File: config.mk
export PLATFORM = sky130hd
export DESIGN_NAME = reset_recovery_sequencer
export DESIGN_NICKNAME = d
export VERILOG_FILES = /design/src/rtl/reset_recovery_pkg.sv /design/src/rtl/reset_pin_filter.sv /design/src/rtl/reset_recovery_sequencer.sv
export SDC_FILE = /design/constraint.sdc
export NUM_CORES = 1
export LEC_CHECK = 0
export BUFFER_PORTS_ARGS = -buffer_cell sky130_fd_sc_hd__buf_2
export CAP_MARGIN = 20
export CORE_MARGIN = 3
export CORE_UTILIZATION = 51
export DETAILED_ROUTE_END_ITERATION = 10
export PLACE_DENSITY = 0.8
export SLEW_MARGIN = 25
export SYNTH_ARGS = -nofsm -noshare
export SYNTH_HDL_FRONTEND = slang
export SYNTH_SLANG_ARGS = --single-unit
File: constraint.sdc
create_clock -name clk_in -period 2.5 [get_ports clk_in]
set_clock_uncertainty 0.1 [all_clocks]
set_input_delay 0.625 -clock clk_in [delete_from_list [all_inputs] [get_ports clk_in]]
set_output_delay 0.625 -clock clk_in [all_outputs]
set_load 0.1 [all_outputs]
File: src/rtl/reset_recovery_pkg.sv
/*
  constants for the reset recovery sequencer: timing counts, register
  layouts and sequencer states.
  assumes a 100 MHz device clock and an active-low external reset pin.
*/
// Functional notes
// RULE1: at power-up the external source holds reset low at least 1 ms after supply is steady.
// RULE2: during power-on reset the device loads configuration, clears registers, readies flash.
// RULE3: after reset rises the device stays in reset up to 120 ns; no access before that ends.
// RULE4: on power-up the flash control machine enters read-array mode.
// RULE5: during power-up reset flash selects and the write strobe are held inactive.
// RULE6: no flash write cycle may start while the supply is below the write lockout threshold.
// RULE7: a warm reset is a low pulse on the reset input of at least 150 ns.
// RULE8: logic outputs stay valid in warm reset and become valid once configuration is loaded.
// RULE9: on reset I/O pins become inputs, address-out and data are tri-stated; power-down differs.
// RULE10: power mode registers zero and two clear only on power-on reset; others on both.
// RULE11: the memory-mapping register reloads its configured value with the code bit cleared.
// RULE12: an external reset aborts flash program or erase and returns to read within 25 us.
// RULE13: a power-good flag set after first configuration load tells power-on from warm reset.
// RULE14: the reset input is active low, synchronised, and glitches below warm minimum ignored.
package reset_recovery_pkg;

  ////////////////////////////////////////////////////////////////////////////
  // timing
  localparam int clk_period_ps = 10000;
  localparam int poweron_pulse_min_ns = 1000000;
  localparam int warm_pulse_min_ns = 150;
  localparam int recovery_max_ns = 120;
  localparam int abort_max_us = 25;
  // least times round up, longest times round down
  localparam int poweron_cycles = (poweron_pulse_min_ns * 1000 + clk_period_ps - 1)
    / clk_period_ps;
  localparam int warm_cycles = (warm_pulse_min_ns * 1000 + clk_period_ps - 1) / clk_period_ps;
  localparam int recovery_cycles = (recovery_max_ns * 1000) / clk_period_ps;
  localparam int abort_cycles = (abort_max_us * 1000000) / clk_period_ps;
  localparam int config_load_cycles = 16;
  localparam int cnt_w = 20;

  ////////////////////////////////////////////////////////////////////////////
  // register layout
  localparam int reg_w = 8;
  localparam logic [7:0] reg_clear_val = 8'h00;
  localparam int sram_code_space_bit = 0;
  localparam int port_w = 8;

  ////////////////////////////////////////////////////////////////////////////
  // sequencer states
  typedef enum logic [2:0] {
    st_poweron = 3'b000,
    st_load = 3'b001,
    st_hold = 3'b010,
    st_recover = 3'b011,
    st_run = 3'b100
  } seq_state_t;

  // flash control states
  typedef enum logic [1:0] {
    fl_read = 2'b00,
    fl_busy = 2'b01,
    fl_abort = 2'b10
  } flash_state_t;

endpackage

File: src/rtl/reset_pin_filter.sv
/*
  synchroniser and pulse-width qualifier for the active-low reset pin.
  assumes the pin is asynchronous to clk_in and drives a plain level.
*/
`timescale 1ns/1ps
module reset_pin_filter (
  input wire logic clk_in,
  input wire logic rst_in,
  input wire logic reset_pin_n_in,
  input wire logic [19:0] min_cycles_in,
  output logic low_long_out,
  output logic released_out
);

  ////////////////////////////////////////////////////////////////////////////
  logic sync1_reg;
  logic sync2_reg;
  logic [19:0] low_cnt_reg;
  logic [19:0] low_cnt_next;
  logic low_long_next;
  logic released_next;

  // two-flop synchroniser, first stage read only by second
  always_ff @(posedge clk_in)
  begin
    if (rst_in)
    begin
      sync1_reg <= 1'b1;
      sync2_reg <= 1'b1;
    end
    else
    begin
      sync1_reg <= reset_pin_n_in;
      sync2_reg <= sync1_reg;
    end
  end

  // count low cycles, qualify against the minimum width
  always_comb
  begin
    low_cnt_next = low_cnt_reg;
    low_long_next = low_long_out;
    released_next = 1'b0;
    if (!sync2_reg)
    begin
      if (low_cnt_reg != 20'hfffff)
        low_cnt_next = low_cnt_reg + 20'h00001;
      if ((low_cnt_reg + 20'h00001) >= min_cycles_in)
        low_long_next = 1'b1; // [RULE14]
    end
    else
    begin
      low_cnt_next = 20'h00000;
      low_long_next = 1'b0;
      released_next = low_long_out; // short glitches never release [RULE14]
    end
  end

  always_ff @(posedge clk_in)
  begin
    if (rst_in)
    begin
      low_cnt_reg <= 20'h00000;
      low_long_out <= 1'b0;
      released_out <= 1'b0;
    end
    else
    begin
      low_cnt_reg <= low_cnt_next;
      low_long_out <= low_long_next;
      released_out <= released_next;
    end
  end

endmodule

File: src/rtl/reset_recovery_sequencer.sv
/*
  reset recovery sequencer: tells power-on from warm reset, loads
  configuration, clears registers by reset type, makes pins safe, holds
  off memory access, and forces the flash back to read mode.
  assumes the reset pin is active low and the supply monitor is a level.
*/
// Added by the designer: the plain strobed port and the register offsets.
`timescale 1ns/1ps
module reset_recovery_sequencer #(
  parameter int poweron_cycles_p = reset_recovery_pkg::poweron_cycles,
  parameter int abort_cycles_p = reset_recovery_pkg::abort_cycles
) (
  input wire logic clk_in,
  input wire logic rst_in,
  input wire logic reset_pin_n_in,
  input wire logic below_lockout_in,
  input wire logic power_down_in,
  input wire logic [7:0] vm_init_in,
  input wire logic flash_start_in,
  input wire logic flash_done_in,
  input wire logic [1:0] reg_wr_sel_in,
  input wire logic reg_wr_in,
  input wire logic [7:0] reg_wdata_in,
  input wire logic [7:0] pld_eqn_in,
  input wire logic [7:0] io_out_in,
  input wire logic [7:0] io_dir_in,
  output logic in_reset_out,
  output logic access_ok_out,
  output logic poweron_out,
  output logic power_good_out,
  output logic config_loaded_out,
  output logic flash_read_mode_out,
  output logic flash_busy_out,
  output logic flash_abort_out,
  output logic write_start_out,
  output logic select_inhibit_out,
  output logic [7:0] power_mode_reg_zero_out,
  output logic [7:0] power_mode_reg_two_out,
  output logic [7:0] memory_mapping_reg_out,
  output logic [7:0] other_reg_out,
  output logic [7:0] pld_out,
  output logic [7:0] io_out,
  output logic [7:0] io_oe_n_out,
  output logic addr_oe_n_out,
  output logic data_oe_n_out
);

  ////////////////////////////////////////////////////////////////////////////
  // pin qualification
  logic low_long;
  logic released;
  logic [19:0] min_cycles;

  // power-on pulse minimum until power is good, then the warm minimum
  assign min_cycles = power_good_out ? 20'(reset_recovery_pkg::warm_cycles)
    : 20'(poweron_cycles_p);

  reset_pin_filter u_filter (
    .clk_in(clk_in),
    .rst_in(rst_in),
    .reset_pin_n_in(reset_pin_n_in),
    .min_cycles_in(min_cycles),
    .low_long_out(low_long),
    .released_out(released)
  );

  ////////////////////////////////////////////////////////////////////////////
  // sequencer
  reset_recovery_pkg::seq_state_t state_reg;
  reset_recovery_pkg::seq_state_t state_next;
  logic [19:0] cnt_reg;
  logic [19:0] cnt_next;
  logic power_good_next;
  logic cfg_next;
  logic poweron_next;

  // walk power-on, config load, hold, recovery, run
  always_comb
  begin
    state_next = state_reg;
    cnt_next = cnt_reg;
    power_good_next = power_good_out;
    cfg_next = config_loaded_out;
    poweron_next = poweron_out;
    case (state_reg)
      reset_recovery_pkg::st_poweron:
      begin
        state_next = reset_recovery_pkg::st_load;
        cnt_next = 20'h00000;
        poweron_next = 1'b1;
      end
      reset_recovery_pkg::st_load:
      begin
        cnt_next = cnt_reg + 20'h00001;
        if (cnt_reg + 20'h00001 >= 20'(reset_recovery_pkg::config_load_cycles))
        begin
          cfg_next = 1'b1; // [RULE2] [RULE8]
          power_good_next = 1'b1; // [RULE13]
          state_next = reset_recovery_pkg::st_hold;
        end
      end
      reset_recovery_pkg::st_hold:
      begin
        cnt_next = 20'h00000;
        if (released)
          state_next = reset_recovery_pkg::st_recover;
        else if (!low_long && poweron_out)
          state_next = reset_recovery_pkg::st_hold; // wait for a pulse past the warm minimum, power good being already set by st_load [RULE1]
      end
      reset_recovery_pkg::st_recover:
      begin
        cnt_next = cnt_reg + 20'h00001;
        if (low_long)
          state_next = reset_recovery_pkg::st_hold;
        else if (cnt_reg + 20'h00001 >= 20'(reset_recovery_pkg::recovery_cycles))
        begin
          state_next = reset_recovery_pkg::st_run; // [RULE3]
          poweron_next = 1'b0;
        end
      end
      reset_recovery_pkg::st_run:
      begin
        if (low_long)
          state_next = reset_recovery_pkg::st_hold; // warm reset [RULE7]
      end
      default:
        state_next = reset_recovery_pkg::st_poweron;
    endcase
  end

  always_ff @(posedge clk_in)
  begin
    if (rst_in)
    begin
      state_reg <= reset_recovery_pkg::st_poweron;
      cnt_reg <= 20'h00000;
      power_good_out <= 1'b0;
      config_loaded_out <= 1'b0;
      poweron_out <= 1'b1;
    end
    else
    begin
      state_reg <= state_next;
      cnt_reg <= cnt_next;
      power_good_out <= power_good_next;
      config_loaded_out <= cfg_next;
      poweron_out <= poweron_next;
    end
  end

  ////////////////////////////////////////////////////////////////////////////
  // flash control
  reset_recovery_pkg::flash_state_t fl_reg;
  reset_recovery_pkg::flash_state_t fl_next;
  logic [19:0] ab_reg;
  logic [19:0] ab_next;
  logic resetting;
  logic start_ok;

  assign resetting = (state_reg != reset_recovery_pkg::st_run);
  assign start_ok = flash_start_in && !below_lockout_in && !resetting; // [RULE6]

  // read, busy, abort back to read
  always_comb
  begin
    fl_next = fl_reg;
    ab_next = ab_reg;
    case (fl_reg)
      reset_recovery_pkg::fl_read:
      begin
        ab_next = 20'h00000;
        if (start_ok)
          fl_next = reset_recovery_pkg::fl_busy;
      end
      reset_recovery_pkg::fl_busy:
      begin
        if (low_long)
          fl_next = reset_recovery_pkg::fl_abort; // [RULE12]
        else if (flash_done_in)
          fl_next = reset_recovery_pkg::fl_read;
      end
      reset_recovery_pkg::fl_abort:
      begin
        ab_next = ab_reg + 20'h00001;
        if (ab_reg + 20'h00001 >= 20'(abort_cycles_p))
          fl_next = reset_recovery_pkg::fl_read; // [RULE12]
      end
      default:
        fl_next = reset_recovery_pkg::fl_read;
    endcase
  end

  always_ff @(posedge clk_in)
  begin
    if (rst_in)
    begin
      fl_reg <= reset_recovery_pkg::fl_read; // [RULE4]
      ab_reg <= 20'h00000;
    end
    else
    begin
      fl_reg <= fl_next;
      ab_reg <= ab_next;
    end
  end

  ////////////////////////////////////////////////////////////////////////////
  // registers cleared by reset type
  logic [7:0] pm0_next;
  logic [7:0] pm2_next;
  logic [7:0] vm_next;
  logic [7:0] oth_next;
  logic in_hold;

  assign in_hold = (state_reg == reset_recovery_pkg::st_hold);

  // reset-type clearing, writes only while running, frozen in power-down
  always_comb
  begin
    pm0_next = power_mode_reg_zero_out;
    pm2_next = power_mode_reg_two_out;
    vm_next = memory_mapping_reg_out;
    oth_next = other_reg_out;
    if (in_hold)
    begin
      if (poweron_out)
      begin
        pm0_next = reset_recovery_pkg::reg_clear_val; // [RULE10]
        pm2_next = reset_recovery_pkg::reg_clear_val; // [RULE10]
      end
      oth_next = reset_recovery_pkg::reg_clear_val; // [RULE10]
      vm_next = vm_init_in;
      vm_next[reset_recovery_pkg::sram_code_space_bit] = 1'b0; // [RULE11]
    end
    else if (reg_wr_in && !resetting && !power_down_in)
    begin
      case (reg_wr_sel_in)
        2'h0: pm0_next = reg_wdata_in;
        2'h1: pm2_next = reg_wdata_in;
        2'h2: vm_next = reg_wdata_in;
        default: oth_next = reg_wdata_in;
      endcase
    end
  end

  always_ff @(posedge clk_in)
  begin
    if (rst_in)
    begin
      power_mode_reg_zero_out <= reset_recovery_pkg::reg_clear_val;
      power_mode_reg_two_out <= reset_recovery_pkg::reg_clear_val;
      memory_mapping_reg_out <= reset_recovery_pkg::reg_clear_val;
      other_reg_out <= reset_recovery_pkg::reg_clear_val;
    end
    else
    begin
      power_mode_reg_zero_out <= pm0_next;
      power_mode_reg_two_out <= pm2_next;
      memory_mapping_reg_out <= vm_next;
      other_reg_out <= oth_next;
    end
  end

  ////////////////////////////////////////////////////////////////////////////
  // pins and status outputs, all registered
  always_ff @(posedge clk_in)
  begin
    if (rst_in)
    begin
      in_reset_out <= 1'b1;
      access_ok_out <= 1'b0;
      flash_read_mode_out <= 1'b1;
      flash_busy_out <= 1'b0;
      flash_abort_out <= 1'b0;
      write_start_out <= 1'b0;
      select_inhibit_out <= 1'b1;
      pld_out <= reset_recovery_pkg::reg_clear_val;
      io_out <= reset_recovery_pkg::reg_clear_val;
      io_oe_n_out <= 8'hff;
      addr_oe_n_out <= 1'b1;
      data_oe_n_out <= 1'b1;
    end
    else
    begin
      in_reset_out <= (state_next != reset_recovery_pkg::st_run); // [RULE3]
      access_ok_out <= (state_next == reset_recovery_pkg::st_run); // [RULE3]
      flash_read_mode_out <= (fl_next == reset_recovery_pkg::fl_read); // [RULE4]
      flash_busy_out <= (fl_next == reset_recovery_pkg::fl_busy);
      flash_abort_out <= (fl_next == reset_recovery_pkg::fl_abort);
      write_start_out <= start_ok && (fl_reg == reset_recovery_pkg::fl_read); // [RULE6]
      select_inhibit_out <= poweron_next; // selects gated during power-up [RULE5]
      if (cfg_next)
        pld_out <= pld_eqn_in; // follows equations, power-down too [RULE8]
      if (state_next != reset_recovery_pkg::st_run)
      begin
        io_oe_n_out <= 8'hff; // [RULE9]
        addr_oe_n_out <= 1'b1; // [RULE9]
        data_oe_n_out <= 1'b1; // [RULE9]
      end
      else if (power_down_in)
      begin
        data_oe_n_out <= 1'b1; // io and address enables kept, data tri-stated [RULE9]
      end
      else
      begin
        io_out <= io_out_in;
        io_oe_n_out <= ~io_dir_in;
        addr_oe_n_out <= 1'b0;
        data_oe_n_out <= 1'b0;
      end
    end
  end

endmodule

# ---- Word level (Yosys, flattened, before mapping)
# Cells that the tools add are included.
dict set report word_totals {
  ramBits 0
  register_bits 136
  in_bits 50
  mem_count 0
  latch_bits 0
  elab_cells 124
  romBits 0
}
dict set report classes {
  mux 31
  n_mul 0
  n_reduce_logical 36
  shift 0
  addsub 3
  div 0
  n_eq_ne 17
  n_lt_le_gt_ge 4
  bitwise_logic 5
}
# op n
set ops {}
lappend ops {{8-bit two-way mux} 10}
lappend ops {{20-bit case mux with 2 select lines} 2}
lappend ops {{20-bit by 1-bit adder with 20-bit output, second input constant} 3}
lappend ops {{20-bit by 12-bit greater-or-equal comparator with 1-bit output, second input constant} 1}
lappend ops {{20-bit by 17-bit greater-or-equal comparator with 1-bit output} 1}
lappend ops {{20-bit by 4-bit greater-or-equal comparator with 1-bit output, second input constant} 1}
lappend ops {{20-bit by 5-bit greater-or-equal comparator with 1-bit output, second input constant} 1}
lappend ops {{20-bit inequality test, second input constant} 1}
lappend ops {{3-bit two-way mux} 6}
lappend ops {{17-bit two-way mux} 1}
lappend ops {{3-bit case mux with 5 select lines} 1}
lappend ops {{2-bit nonzero test} 7}
lappend ops {{2-bit OR reduction} 6}
lappend ops {{2-bit AND reduction} 5}
lappend ops {{3-bit AND reduction} 3}
lappend ops {{2-bit two-way mux} 4}
lappend ops {{8-bit inverter} 1}
lappend ops {{2-bit by 1-bit equality test with 1-bit output, second input constant} 3}
lappend ops {{2-bit equality test, second input constant} 3}
lappend ops {{3-bit by 2-bit equality test with 1-bit output, second input constant} 2}
lappend ops {{3-bit equality test, second input constant} 2}
lappend ops {{1-bit logical AND} 6}
lappend ops {{2-bit zero test} 3}
lappend ops {{2-bit inequality test, second input constant} 3}
lappend ops {{9 further kinds} 20}

# ---- Longest topological paths before layout
# Gate-level depths: netlist of run 1.
dict set report logic_depth {
  word_depth 8
  depth_mapped 11
}

# ---- Modules after synthesis
# Synthesis of run 1 repeated with hierarchy kept, for this count alone.
dict set report unflattened {
  cells_unflattened 881
  hier_area_um2 7200.7
}
# module instances seq_area_each_um2 cells_per_inst area_each_um2
set modules_own_cells {}
lappend modules_own_cells {reset_recovery_sequencer 1 2242.2 683 5596.6}
lappend modules_own_cells {reset_pin_filter 1 480.5 198 1604.0}

# ---- Least setup slack after synthesis of run 1
# OpenSTA, ideal clock, no wires.
dict set report synth_timing {
  path_type {register to register}
  startpoint {reg power_good_out}
  endpoint {reg u_filter.low_long_out}
  slack_ns -0.336
  stages_incl_launch_ff 9
  synth_period_minus_slack_ns 2.836
  required_time_ns 2.262
  arrival_ns 2.598
  setup_ns 0.138
  path_cell_list {dfxtp_1 inv_1 ha_1 a21o_1 a21o_1 a21oi_1 o21ai_0 a2111oi_0 o22ai_1}
}
dict set report synth_between {
  elab_chain_len 2
}
# item line
set synth_lines {}
lappend synth_lines {{from (decl)} reset_recovery_sequencer.sv:30} ;# output logic power_good_out,
lappend synth_lines {{from (signal assigned)} reset_recovery_sequencer.sv:145} ;# power_good_out <= power_good_next;
lappend synth_lines {{17-bit two-way mux} reset_recovery_sequencer.sv:55} ;# assign min_cycles = power_good_out ? 20'(reset_recovery_pkg::warm_cycles)
lappend synth_lines {{20-bit by 17-bit greater-or-equal comparator with 1-bit output} reset_pin_filter.sv:48} ;# if ((low_cnt_reg + 20'h00001) >= min_cycles_in)
lappend synth_lines {{to (signal assigned)} reset_pin_filter.sv:70} ;# low_long_out <= low_long_next;
lappend synth_lines {{to (decl)} reset_pin_filter.sv:11} ;# output logic low_long_out,
# No other way between the ends.
# A chain may end at the register's enable or synchronous reset.

# ---- Worst setup path after layout of run 1
dict set report layout_timing {
  startpoint {reg cnt_reg[1]}
  endpoint {reg io_out[5]}
}
dict set report layout_between {
  elab_chain_len 8
  elab_cells_between_ends 10
}
# item line
set layout_lines {}
lappend layout_lines {{from (decl)} reset_recovery_sequencer.sv:71} ;# logic [19:0] cnt_reg;
lappend layout_lines {{from (signal assigned)} reset_recovery_sequencer.sv:144} ;# cnt_reg <= cnt_next;
lappend layout_lines {{20-bit by 1-bit adder with 20-bit output (*)} {reset_recovery_sequencer.sv:95, reset_recovery_sequencer.sv:115}}
lappend layout_lines {{20-bit by 4-bit greater-or-equal comparator with 1-bit output} reset_recovery_sequencer.sv:115} ;# else if (cnt_reg + 20'h00001 >= 20'(reset_recovery_pkg::recovery_cycles))
lappend layout_lines {{3-bit two-way mux} reset_recovery_sequencer.sv:115}
lappend layout_lines {{3-bit two-way mux} reset_recovery_sequencer.sv:113} ;# if (low_long)
lappend layout_lines {{3-bit case mux with 5 select lines (*)} reset_recovery_sequencer.sv:85} ;# case (state_reg)
lappend layout_lines {{3-bit inequality test (*)} reset_recovery_sequencer.sv:294} ;# if (state_next != reset_recovery_pkg::st_run)
lappend layout_lines {{1-bit inverter (no source line) (*)} n/a}
lappend layout_lines {{2-bit AND reduction (no source line) (*)} n/a}
lappend layout_lines {{to (signal assigned)} reset_recovery_sequencer.sv:278} ;# io_out <= reset_recovery_pkg::reg_clear_val;
lappend layout_lines {{to (signal assigned)} reset_recovery_sequencer.sv:306} ;# io_out <= io_out_in;
lappend layout_lines {{to (decl)} reset_recovery_sequencer.sv:42} ;# output logic [7:0] io_out,
# Every way passes the cells marked *; elsewhere a longest branch is shown, timed or not.

==> results of run 1 <==
## final timing paths
kind                      startpoint                  to  slack, ns  cells past startpoint
setup / recovery          cnt_reg[1]           io_out[5]      -0.13                      8
hold reg to reg   u_filter.sync1_reg  u_filter.sync2_reg       0.31                      1
hold / removal        reset_pin_n_in  u_filter.sync1_reg       0.29                      2
setup reg to reg          cnt_reg[1]           io_out[5]      -0.13                      8
## worst max-delay path: stages, from the launching register on
cell,delay (ns)
sky130_fd_sc_hd__dfxtp_4,0.35
sky130_fd_sc_hd__ha_4,0.16
sky130_fd_sc_hd__nand4_4,0.10
sky130_fd_sc_hd__or4_4,0.41
sky130_fd_sc_hd__a2111o_1,0.38
sky130_fd_sc_hd__a22oi_2,0.27
sky130_fd_sc_hd__nand3_2,0.20
sky130_fd_sc_hd__a22o_4,0.34
sky130_fd_sc_hd__mux2i_2,0.22
## final cells by class
type                       count  area [um^2]
clock buffer                  24          513
fill                        1021         4220
timing repair buffer         212         1370
clock inverter                 8          106
inverter                      31          116
tap                          176          220
sequential                   136         2740
multi-input combinational    631         4060
## routing by layer
layer / routed length, um / global-route usage
met5: 0 / 0
met2: 9500 / 0.420
met4: 592 / 0.109
met3: 1110 / 0.0595
met1: 8100 / 0.311
## stage by stage
step	utilization	TNS, ns	total power [mW]	cells
2_1_floorplan	-	-0.495	2.30	858
5_1_grt	0.684	-5.25	5.04	1218
6_report	0.684	-2.19	4.92	1218
3_5_place_dp	0.616	-1.11	2.38	1180
3_3_place_gp	0.616	-0.738	2.38	1180
4_1_cts	0.666	-0.472	4.94	1213
## cells by family (layout without fill, tap and decap cells)
| kind of cell | count (synthesis) | after routing |
|---|---|---|
| buf+inv | 91 | 275 |
| compound gates | 191 | 191 |
| mux | 37 | 37 |
| flops | 136 | 136 |
| xor+xnor | 25 | 25 |
| simple gates | 363 | 363 |
| fa+ha+maj | 15 | 15 |
## cells in the final DEF (no fill, tap or decap), drive strengths merged, types with 9 or more instances in the layout
cell type  netlist  final
buf             16    211
dfxtp          136    136
nor2            93     93
a21oi           92     92
nand3           59     59
nand2           58     58
mux2i           36     36
nor3            34     34
o21ai           34     34
inv             29     31
clkbuf          42     25
nand4           21     21
a21o            21     21
xnor2           18     18
ha              15     15
nand2b          13     13
and4            13     13
and3            13     13
or2b            12     12
a211oi          11     11
a31oi            9      9
and2             9      9
## timing repair
action | 4_1_cts | 5_1_grt
pin swaps | 1 | 8
gates cloned | 0 | 1
setup buffers | 1 | 5
resized for setup | 12 | 43
endpoints found under the setup margin | 29 | 35
## power by group
group          total (mW)  switching [mW]  internal, mW
Combinational       0.172           0.101        0.0711
Clock                2.58           0.934          1.64
Sequential           2.18         0.00560          2.17
Total                4.92            1.04          3.88
==> metrics.log, run 1 <==
INFO  metric grt_pass1_wl = 30,900 um
INFO  metric ctsHoldBuffers = 0
INFO  metric post_synth_xor_area_fraction = 0.0312
INFO  metric detailroute.via_count = between 6,000 and 7,000
INFO  metric h_tree_depth_reported_by_cts = 4
INFO  metric wirelength = 19,300 um
INFO  metric tightestPinTransition = roughly 1.3 ns
INFO  metric io-pin-count = 118
INFO  metric crit_type = flop to flop
INFO  metric cts_root_buf = sky130_fd_sc_hd__clkbuf_16
INFO  metric syn_avg_cell_area = 8.18 um^2
INFO  metric yosysWarnings = 0
INFO  metric p_leak = between 4 and 5 nW
INFO  metric synth-main-ff-cell = sky130_fd_sc_hd__dfxtp_1
INFO  metric synth_top_family_by_area = simple AND/OR/NAND/NOR gates
INFO  metric drt-pass1-iter-count = 5
INFO  metric layout.nets = 1,094
INFO  metric number_of_global_route_vias_before_repair = approximately 6,500
INFO  metric synth_edf_count = 0
INFO  metric x_dimension_of_the_die = around 120 um
INFO  metric timing.hold.ws = around 0.29 ns
INFO  metric ys_seq_area_frac = 0.388
INFO  metric share_of_yosys_cell_area_claimed_by_the_top_area_cell_type = 0.388
INFO  metric timing.max_cap.violations = 0
INFO  metric ys_top_cells_by_count = sky130_fd_sc_hd__dfxtp_1 (136), sky130_fd_sc_hd__nor2_1 (93), sky130_fd_sc_hd__a21oi_1 (92), sky130_fd_sc_hd__nand2_1 (57), sky130_fd_sc_hd__nand3_1 (57)
INFO  metric hold_class = primary input to flop
INFO  metric post_route_cells_drive_above_1_share = 0.306
INFO  metric route.antenna.remaining_nets = 0
INFO  metric synthMuxAreaShare = 0.0529
INFO  metric synthesis.nets = between 900 and 1,000
INFO  metric gp_routability_congestion = a little over 0.9
INFO  metric synth_most_common_cell = sky130_fd_sc_hd__dfxtp_1
INFO  metric synthTopCellsByArea = sky130_fd_sc_hd__dfxtp_1 (39%), sky130_fd_sc_hd__a21oi_1 (6.6%), sky130_fd_sc_hd__mux2i_1 (5.1%)
INFO  metric cellPowerDensity = between 500 and 600 nW/um^2
INFO  metric netlist-cell-type-count = 70
INFO  metric floorplan.die.height = roughly 120 um
INFO  metric run_status = finished, violations left
INFO  metric dp_hpwl = around 13,000 um
INFO  metric tritoncts.num_buffers = 17
INFO  metric synth_top_cell_by_area = sky130_fd_sc_hd__dfxtp_1
INFO  metric place_area = between 8000 and 9000 um^2
INFO  metric critPathRequiredTime = ~2.7 ns
INFO  metric synth_area_in_compound_gates = 0.165
INFO  metric clock_tree_from_tritoncts = done
INFO  metric worst_setup_sp_type = flop
INFO  metric initial_antenna_violation_count = 0
INFO  metric grt_setup_unrepaired = true
INFO  metric timing.final.max_slew_violations = 0
INFO  metric pin_count_of_the_biggest_net_entering_global_routing = 53
INFO  metric layout.cell_area.non_filler = 9130 um^2
INFO  metric number_of_endpoints_with_negative_hold_slack_in_the_final_report = 0
INFO  metric report.final.setup_viol = 29
INFO  metric layout_setup_ws = -0.132 ns
INFO  metric floorplan.initialDensity = 0.526
INFO  metric cts_sinks = ~140
INFO  metric viasPerCell = about 5.6
INFO  metric period_share = 1.05
INFO  metric violations = negative setup slack
INFO  metric cts_max_path_buffers = 2
INFO  metric clkSlewWorstSetupHoldPaths = about 0.06 ns
INFO  metric yosys.area_share.simple = 0.273
INFO  metric layout_min_cycle_time = between 2 and 3 ns
INFO  metric max_freq = between 0.3 and 0.4 GHz
INFO  metric post_drt_wl_per_cell = about 16 um
INFO  metric yosys.area_share.adder = 0.0267
INFO  metric design.core.area = around 13,000 um^2
INFO  metric port-buffer-count = ~120
INFO  metric worst_skew_pair.late_latency = between 0.4 and 0.5 ns
INFO  metric dp_worst_setup_slack = -0.271 ns
INFO  metric area_growth_syn_to_layout = 30.0%
INFO  metric synth-seq-cells = between 100 and 150
INFO  metric grt_util_all_layers = 0.252
INFO  metric synth.cell_area = 7020 um^2
INFO  metric detail_route.drc_violations = 0
INFO  metric netlist_instances = between 800 and 900
INFO  metric max-vdd-ir-drop = approximately 610 uV
INFO  metric timing.critical_path.fanout_max = 8
INFO  metric critical_path.endpoint_type = flop
INFO  metric floorplan.die_area = 15,200 um^2
INFO  metric synthArstFlopShare = 0
INFO  metric num_rows = 42
INFO  metric diodes = 0
INFO  metric worstPathArrival = roughly 2.9 ns
INFO  metric worst_slew_margin_relative_to_its_limit = 0.139
INFO  metric remaining_overflow_grt = 0
INFO  metric count_of_routing_violations_after_the_opening_detailed_route_iteration = approximately 450
(Power assumes the default switching activity.)
==> inputs of run 2 (changes only) <==
--- a/config.mk
+++ b/config.mk
@@ -14,4 +14,5 @@
 export SLEW_MARGIN = 25
 export SYNTH_ARGS = -nofsm -noshare
 export SYNTH_HDL_FRONTEND = slang
+export SYNTH_HIERARCHICAL = 1
 export SYNTH_SLANG_ARGS = --single-unit
==> run 2 against run 1 <==
The flow still finishes with violations (negative setup slack). Fmax decreased by 2.3%. Combinational power increased by 9%. Final cell count increased by 3.2%. Critical path depth increased by 2. Register-to-register slack got worse by 0.06 ns. Clock power increased by 2%. Global-route usage decreased by 1.4 points. First-iteration DRC count increased by 15%. Routed wire length decreased by 2.6%. Core utilization increased by 1.5 points. Highest routed layer unchanged.
==> metrics.log, run 2 <==
INFO  metric route.antenna.remaining_nets = 0
INFO  metric diodes = 0
INFO  metric pin_count_of_the_biggest_net_entering_global_routing = between 40 and 50
INFO  metric cts_max_path_buffers = 2
INFO  metric synth_most_common_cell = sky130_fd_sc_hd__dfxtp_1
INFO  metric violations = negative setup slack
INFO  metric layout_min_cycle_time = 2.69 ns
INFO  metric worst_skew_pair.late_latency = 0.43 ns
INFO  metric most-common-layout-cells = sky130_fd_sc_hd__dfxtp_1 (121), sky130_fd_sc_hd__buf_2 (116), sky130_fd_sc_hd__buf_4 (97)
INFO  metric viasPerCell = approximately 5.5
INFO  metric critical-path-max-stage-delay = between 0.5 and 0.6 ns
INFO  metric yosysWarnings = 6
INFO  metric detailroute.via_count = approximately 7,000
INFO  metric io-pin-count = approximately 120
INFO  metric combinationalPowerShare = 0.038
INFO  metric worst_setup_sp_type = flop
INFO  metric area_growth_syn_to_layout = 31.0%
INFO  metric cp_num_buf_inv = 3
INFO  metric cts_sinks = 136
INFO  metric ctsHoldBuffers = 0
INFO  metric max_freq = 0.371 GHz
INFO  metric floorplan.die.height = between 100 and 150 um
INFO  metric x_dimension_of_the_die = about 120 um
INFO  metric clkSlewWorstSetupHoldPaths = approximately 0.060 ns
INFO  metric synthTopCellsByArea = sky130_fd_sc_hd__dfxtp_1 (38%), sky130_fd_sc_hd__a21oi_1 (5.8%), sky130_fd_sc_hd__mux2i_1 (5.8%)
INFO  metric share_of_yosys_cell_area_claimed_by_the_top_area_cell_type = 0.378
INFO  metric report.final.setup_viol = 31
INFO  metric seq_power_share = 0.436
INFO  metric synth_top_cell_by_area = sky130_fd_sc_hd__dfxtp_1
INFO  metric port-buffer-count = 116
INFO  metric crit_type = flop to flop
INFO  metric timing.reg2reg.setup_slack = -0.19 ns
INFO  metric netlist_instances = around 880
INFO  metric remaining_overflow_grt = 0
INFO  metric netlist-cell-type-count = 67
INFO  metric timing.critical_path.mode_cell = sky130_fd_sc_hd__buf_6
INFO  metric grt_util_all_layers = 0.238
INFO  metric final_common_cell = sky130_fd_sc_hd__dfxtp_1
INFO  metric synth.cell_area = around 7200 um^2
INFO  metric h_tree_depth_reported_by_cts = 4
INFO  metric period_share = 1.08
INFO  metric timing.max_cap.violations = 0
INFO  metric drt-pass1-iter-count = 5
INFO  metric grt_setup_unrepaired = true
INFO  metric p_switching = around 1.1 mW
INFO  metric synth-main-ff-cell = sky130_fd_sc_hd__dfxtp_1
INFO  metric cp_cell_sequence = buf_12 -> nand3_4 -> nor3_4 -> or4_1 -> a211o_1 -> or4_4 -> buf_6 -> a21oi_4 -> buf_6 -> mux2i_1
INFO  metric clock_tree_from_tritoncts = done
INFO  metric floorplan.initialDensity = 0.533
INFO  metric power.share.clock = 0.526
INFO  metric max-vdd-ir-drop = 511 uV
INFO  metric synthArstFlopShare = 0
INFO  metric design.core.area = ~14,000 um^2
INFO  metric gp_routability_congestion = between 0.9 and 1
INFO  metric post_drt_wl_per_cell = 15.0 um
INFO  metric grt_pass1_wl = 31,100 um
INFO  metric fillers = 999
INFO  metric timing.critical_path.max_delay_family = simple AND/OR/NAND/NOR gates
INFO  metric number_of_global_route_vias_before_repair = ~6,700
INFO  metric synth-seq-cells = 136
INFO  metric ys_top_cells_by_count = sky130_fd_sc_hd__dfxtp_1 (136), sky130_fd_sc_hd__a21oi_1 (84), sky130_fd_sc_hd__nor2_1 (84), sky130_fd_sc_hd__nand2_1 (60), sky130_fd_sc_hd__clkbuf_1 (49)
INFO  metric number_of_endpoints_with_negative_hold_slack_in_the_final_report = 0
INFO  metric floorplan.die_area = roughly 16,000 um^2
INFO  metric critical_path.endpoint_type = flop
INFO  metric tritoncts.num_buffers = 17
INFO  metric setup-tns-final = -3.89 ns
INFO  metric timing.critical_path.fanout_max = 8
INFO  metric count_of_routing_violations_after_the_opening_detailed_route_iteration = between 500 and 600
INFO  metric layout_setup_ws = -0.193 ns
INFO  metric p_leak = ~4.4 nW
INFO  metric internal_power = between 3 and 4 mW
INFO  metric tightestPinTransition = ~0.63 ns
INFO  metric worstPathArrival = between 2 and 3 ns
INFO  metric initial_antenna_violation_count = 0
INFO  metric num_rows = 42
INFO  metric cts_root_buf = sky130_fd_sc_hd__clkbuf_16
INFO  metric power.switching_fraction = 0.221
INFO  metric cellPowerDensity = about 530 nW/um^2
INFO  metric run_status = finished, violations left
INFO  metric worst_slew_margin_relative_to_its_limit = 0.579
INFO  metric dp_hpwl = 12,900 um
INFO  metric syn_avg_cell_area = 8.17 um^2
INFO  metric hold_class = primary input to flop
INFO  metric synth_edf_count = 0
INFO  metric post_route_cells_drive_above_1_share = 0.294
INFO  metric ys_seq_area_frac = 0.378
INFO  metric layout.nets = ~1,100
INFO  metric detail_route.drc_violations = 0
INFO  metric wirelength = around 19,000 um
INFO  metric critPathSlowestCell = sky130_fd_sc_hd__or4_4
INFO  metric timing.final.max_slew_violations = 0
INFO  metric power.total = 4.98 mW
INFO  metric critPathRequiredTime = 2.76 ns
## run 2: repair_timing
action                                  4_1_cts  5_1_grt
endpoints found under the setup margin       32       42
pin swaps                                     9       15
hold endpoints to repair                      0        0
resized for setup                            21       31
setup buffers                                 2        8
## run 2: worst register-to-register path: cells and delay by family (launching register included)
kind            cells  cell delay (ns)
compound gates      2             0.41
flops               1             0.36
mux                 1             0.20
buf+inv             3             0.45
simple gates        4             1.11
## run 2: cell type report
cell class              count  area, um^2  share of cell area
clock buffers              18         450              0.0478
multi-input cells         647        4260               0.452
repair buffers            220        1410               0.149
inverters                  47         176              0.0187
clock inverters            13         169              0.0179
flip-flops and latches    136        2750               0.292
well taps                 176         220              0.0234
## run 2: through the flow
stage	setup slack [ns]	cell area [um^2]	hold WS (ns)	instances	util
after global placement	-0.268	8530	0.294	1216	0.632
after detailed placement	-0.324	8530	0.299	1216	0.632
after floorplan	-0.121	7290	0.289	890	-
final	-0.193	9430	0.303	1257	0.698
after global routing	-0.304	9430	0.306	1257	0.698
after CTS	-0.156	9230	0.294	1249	0.684
## run 2: cells by family after synthesis
family          count (synthesis)  share of synthesized area
other cells                     1                   0.000521
buf+inv                       107                     0.0617
flops                         136                      0.378
xor+xnor                       27                     0.0328
fa+ha+maj                      25                     0.0434
simple gates                  361                      0.268
compound gates                181                      0.156
mux                            43                     0.0599
## run 2: final timing paths
kind	startpoint	end	depth (start not counted)
worst min register to register	u_filter/sync1_reg	u_filter/sync2_reg	1
worst max-delay path	cnt_reg[4]	pld_out[6]	10
worst min-delay path	reset_pin_n_in	u_filter/sync1_reg	2
worst max register to register	cnt_reg[4]	pld_out[6]	10
## run 2: layer usage
metal  part of all wire  vias to the layer above  wire length [um]  global-route usage
li1                   -                     3450                 -                   -
met1               0.43                     3222              8030               0.290
met2               0.48                      245              9040               0.404
met3              0.066                       41              1240              0.0626
met4              0.027                        0               499              0.0899
met5                  0                        -                 0                   0
## run 2: power by group through the flow
stage | logic [mW] | clock network (mW) | registers, mW
2_1_floorplan | 0.0969 | 0 | 2.22
3_3_place_gp | 0.173 | 0 | 2.22
3_5_place_dp | 0.178 | 0 | 2.22
4_1_cts | 0.181 | 2.65 | 2.18
5_1_grt | 0.206 | 2.75 | 2.17
6_report | 0.187 | 2.62 | 2.17
==> inputs of run 3 (changes only) <==
--- a/config.mk
+++ b/config.mk
@@ -7,8 +7,10 @@
 export LEC_CHECK = 0
 export BUFFER_PORTS_ARGS = -buffer_cell sky130_fd_sc_hd__buf_2
 export CAP_MARGIN = 20
+export CELL_PAD_IN_SITES_DETAIL_PLACEMENT = 2
+export CELL_PAD_IN_SITES_GLOBAL_PLACEMENT = 2
 export CORE_MARGIN = 3
-export CORE_UTILIZATION = 51
+export CORE_UTILIZATION = 30
 export DETAILED_ROUTE_END_ITERATION = 10
 export PLACE_DENSITY = 0.8
 export SLEW_MARGIN = 25
==> run 3 against run 2 <==
The flow still finishes with violations (negative setup slack). Setup slack got worse by 0.067 ns. Clock power fell by 4%. Largest cell class unchanged. Register-to-register slack got worse by 0.07 ns. Global-route usage fell by 2.7 points. Highest routed layer is now met5. Sequential share of layout area fell by 0.70 points. Routed wire length rose by 50%. First-iteration DRC count fell by 19%. Via count rose by 5.1%. Core utilization fell by 29 points. Final cell count rose by 12%. Critical endpoint unchanged.
==> metrics.log, run 3 (synthesis gave the netlist of run 2 again) <==
INFO  metric most_used_layer_global_route = met2
INFO  metric grt_use_met1 = 0.247
INFO  metric report.final.setup_viol = 35
INFO  metric clkSlewWorstSetupHoldPaths = around 0.070 ns
INFO  metric layout.nets = ~1,100
INFO  metric floorplan.initialDensity = 0.306
INFO  metric post_drt_wl_per_cell = ~20 um
INFO  metric worst_setup_sp_type = flop
INFO  metric gp_routability_congestion = 0.779
INFO  metric area_growth_syn_to_layout = 34.5%
INFO  metric run_status = finished, violations left
INFO  metric diodes = 0
INFO  metric cts_max_path_buffers = 2
INFO  metric dp_hpwl = 18,100 um
INFO  metric cts_root_buf = sky130_fd_sc_hd__clkbuf_16
INFO  metric critical_path.endpoint_type = flop
INFO  metric final_common_cell = sky130_fd_sc_hd__dfxtp_1
INFO  metric timing.critical_path.fanout_max = 4
INFO  metric grt_pass1_wl = between 40,000 and 50,000 um
INFO  metric clock_tree_from_tritoncts = done
INFO  metric tritoncts.num_buffers = 17
INFO  metric hold_class = primary input to flop
INFO  metric grt_util_all_layers = 0.211
INFO  metric port-buffer-count = about 120
INFO  metric max-vdd-ir-drop = about 370 uV
INFO  metric worst_slew_margin_relative_to_its_limit = 0.554
INFO  metric grt_setup_unrepaired = true
INFO  metric end_of_flow_core_utilization = 0.411
INFO  metric critPathRequiredTime = around 2.8 ns
INFO  metric multi_input_area = around 4300 um^2
INFO  metric initial_antenna_violation_count = 1
INFO  metric crit_type = flop to flop
INFO  metric remaining_overflow_grt = 0
INFO  metric x_dimension_of_the_die = approximately 160 um
INFO  metric post_route_cells_drive_above_1_share = 0.309
INFO  metric worstPathArrival = around 3 ns
INFO  metric instances_no_fill = approximately 1,400
INFO  metric grtUsageMet3 = 0.0392
INFO  metric tightestPinTransition = ~0.67 ns
INFO  metric layout_setup_ws = -0.260 ns
INFO  metric fillers = around 2,700
INFO  metric most-common-layout-cells = sky130_fd_sc_hd__dfxtp_1 (118), sky130_fd_sc_hd__buf_2 (115), sky130_fd_sc_hd__buf_4 (104)
INFO  metric cts_sinks = 136
INFO  metric gr-usage-met2 = 0.394
INFO  metric timing.final.max_slew_violations = 0
INFO  metric worst_skew_pair.late_latency = roughly 0.43 ns
INFO  metric placedCellCount = 1,363
INFO  metric number_of_endpoints_with_negative_hold_slack_in_the_final_report = 0
INFO  metric p_leak = 4.47 nW
INFO  metric timing.max_cap.violations = 0
INFO  metric area.sequential = between 2000 and 3000 um^2
INFO  metric h_tree_depth_reported_by_cts = 4
INFO  metric detail_route.drc_violations = 0
INFO  metric detailroute.via_count = about 7,300
INFO  metric cellPowerDensity = between 500 and 600 nW/um^2
INFO  metric design.core.area = 23,500 um^2
INFO  metric violations = negative setup slack
INFO  metric floorplan.die_area = approximately 26,000 um^2
INFO  metric max_freq = 0.362 GHz
INFO  metric layout_min_cycle_time = between 2 and 3 ns
INFO  metric count_of_routing_violations_after_the_opening_detailed_route_iteration = approximately 420
INFO  metric num_rows = 56
INFO  metric period_share = 1.10
INFO  metric io-pin-count = about 120
INFO  metric viasPerCell = roughly 5.2
INFO  metric timing.hold.ws = 0.279 ns
INFO  metric pin_count_of_the_biggest_net_entering_global_routing = 53
INFO  metric wirelength = roughly 28,000 um
INFO  metric number_of_global_route_vias_before_repair = slightly below 8,000
INFO  metric drt-pass1-iter-count = 4
INFO  metric route.antenna.remaining_nets = 0
INFO  metric floorplan.die.height = between 150 and 200 um
[run 3: area by class of cell]
type | count | share of cell area
inverter | 47 | 0.0182
tap | 319 | 0.0412
timing repair buffer | 225 | 0.149
clock buffer | 24 | 0.0530
multi-input combinational | 647 | 0.447
sequential | 136 | 0.285
clock inverter | 7 | 0.00659
[run 3: worst max-delay path, stage by stage, from the launching register on]
cell and delay (ns):
sky130_fd_sc_hd__dfxtp_4 0.39, sky130_fd_sc_hd__ha_4 0.18, sky130_fd_sc_hd__nand4_1 0.25, sky130_fd_sc_hd__nor3_2 0.23, sky130_fd_sc_hd__xor2_1 0.11, sky130_fd_sc_hd__a211o_1 0.28
sky130_fd_sc_hd__or4_4 0.46, sky130_fd_sc_hd__buf_6 0.15, sky130_fd_sc_hd__a21oi_4 0.17, sky130_fd_sc_hd__buf_6 0.15, sky130_fd_sc_hd__mux2i_1 0.19
[run 3: per-layer routing]
metal / vias to the layer above / wire length (um)
li1: 3449 / -
met1: 3661 / 11800
met2: 161 / 14800
met3: 42 / 1050
met4: 2 / 537
met5: - / 13
[run 3: stage by stage]
stage	worst slack [ns]	power, mW	cell area, um^2	setup TNS, ns
global route	-0.376	5.06	9680	-9.82
finish	-0.260	4.90	9680	-6.44
CTS	-0.198	4.94	9480	-3.94
global placement	-0.395	2.41	8740	-10.12
floorplan	-0.121	2.32	7290	-1.21
detailed placement	-0.457	2.42	8740	-11.50
[run 3: worst paths after layout]
kind | from | cells after the start | slack (ns) | to
setup reg to reg | cnt_reg[0] | 10 | -0.26 | pld_out[6]
setup / recovery | cnt_reg[0] | 10 | -0.26 | pld_out[6]
hold reg to reg | addr_oe_n_out | 2 | 0.35 | addr_oe_n_out
hold / removal | reset_pin_n_in | 2 | 0.28 | u_filter/sync1_reg
[run 3: what timing repair did]
item	in CTS	in global routing
hold buffers	0	0
gates resized for setup	37	36
pin swaps	19	12
setup endpoints to repair	35	50
buffers inserted	5	6
[run 3: where the power goes]
part	internal, mW	switching [mW]
logic	0.0837	0.124
registers	2.17	0.00578
clock network	1.52	0.994
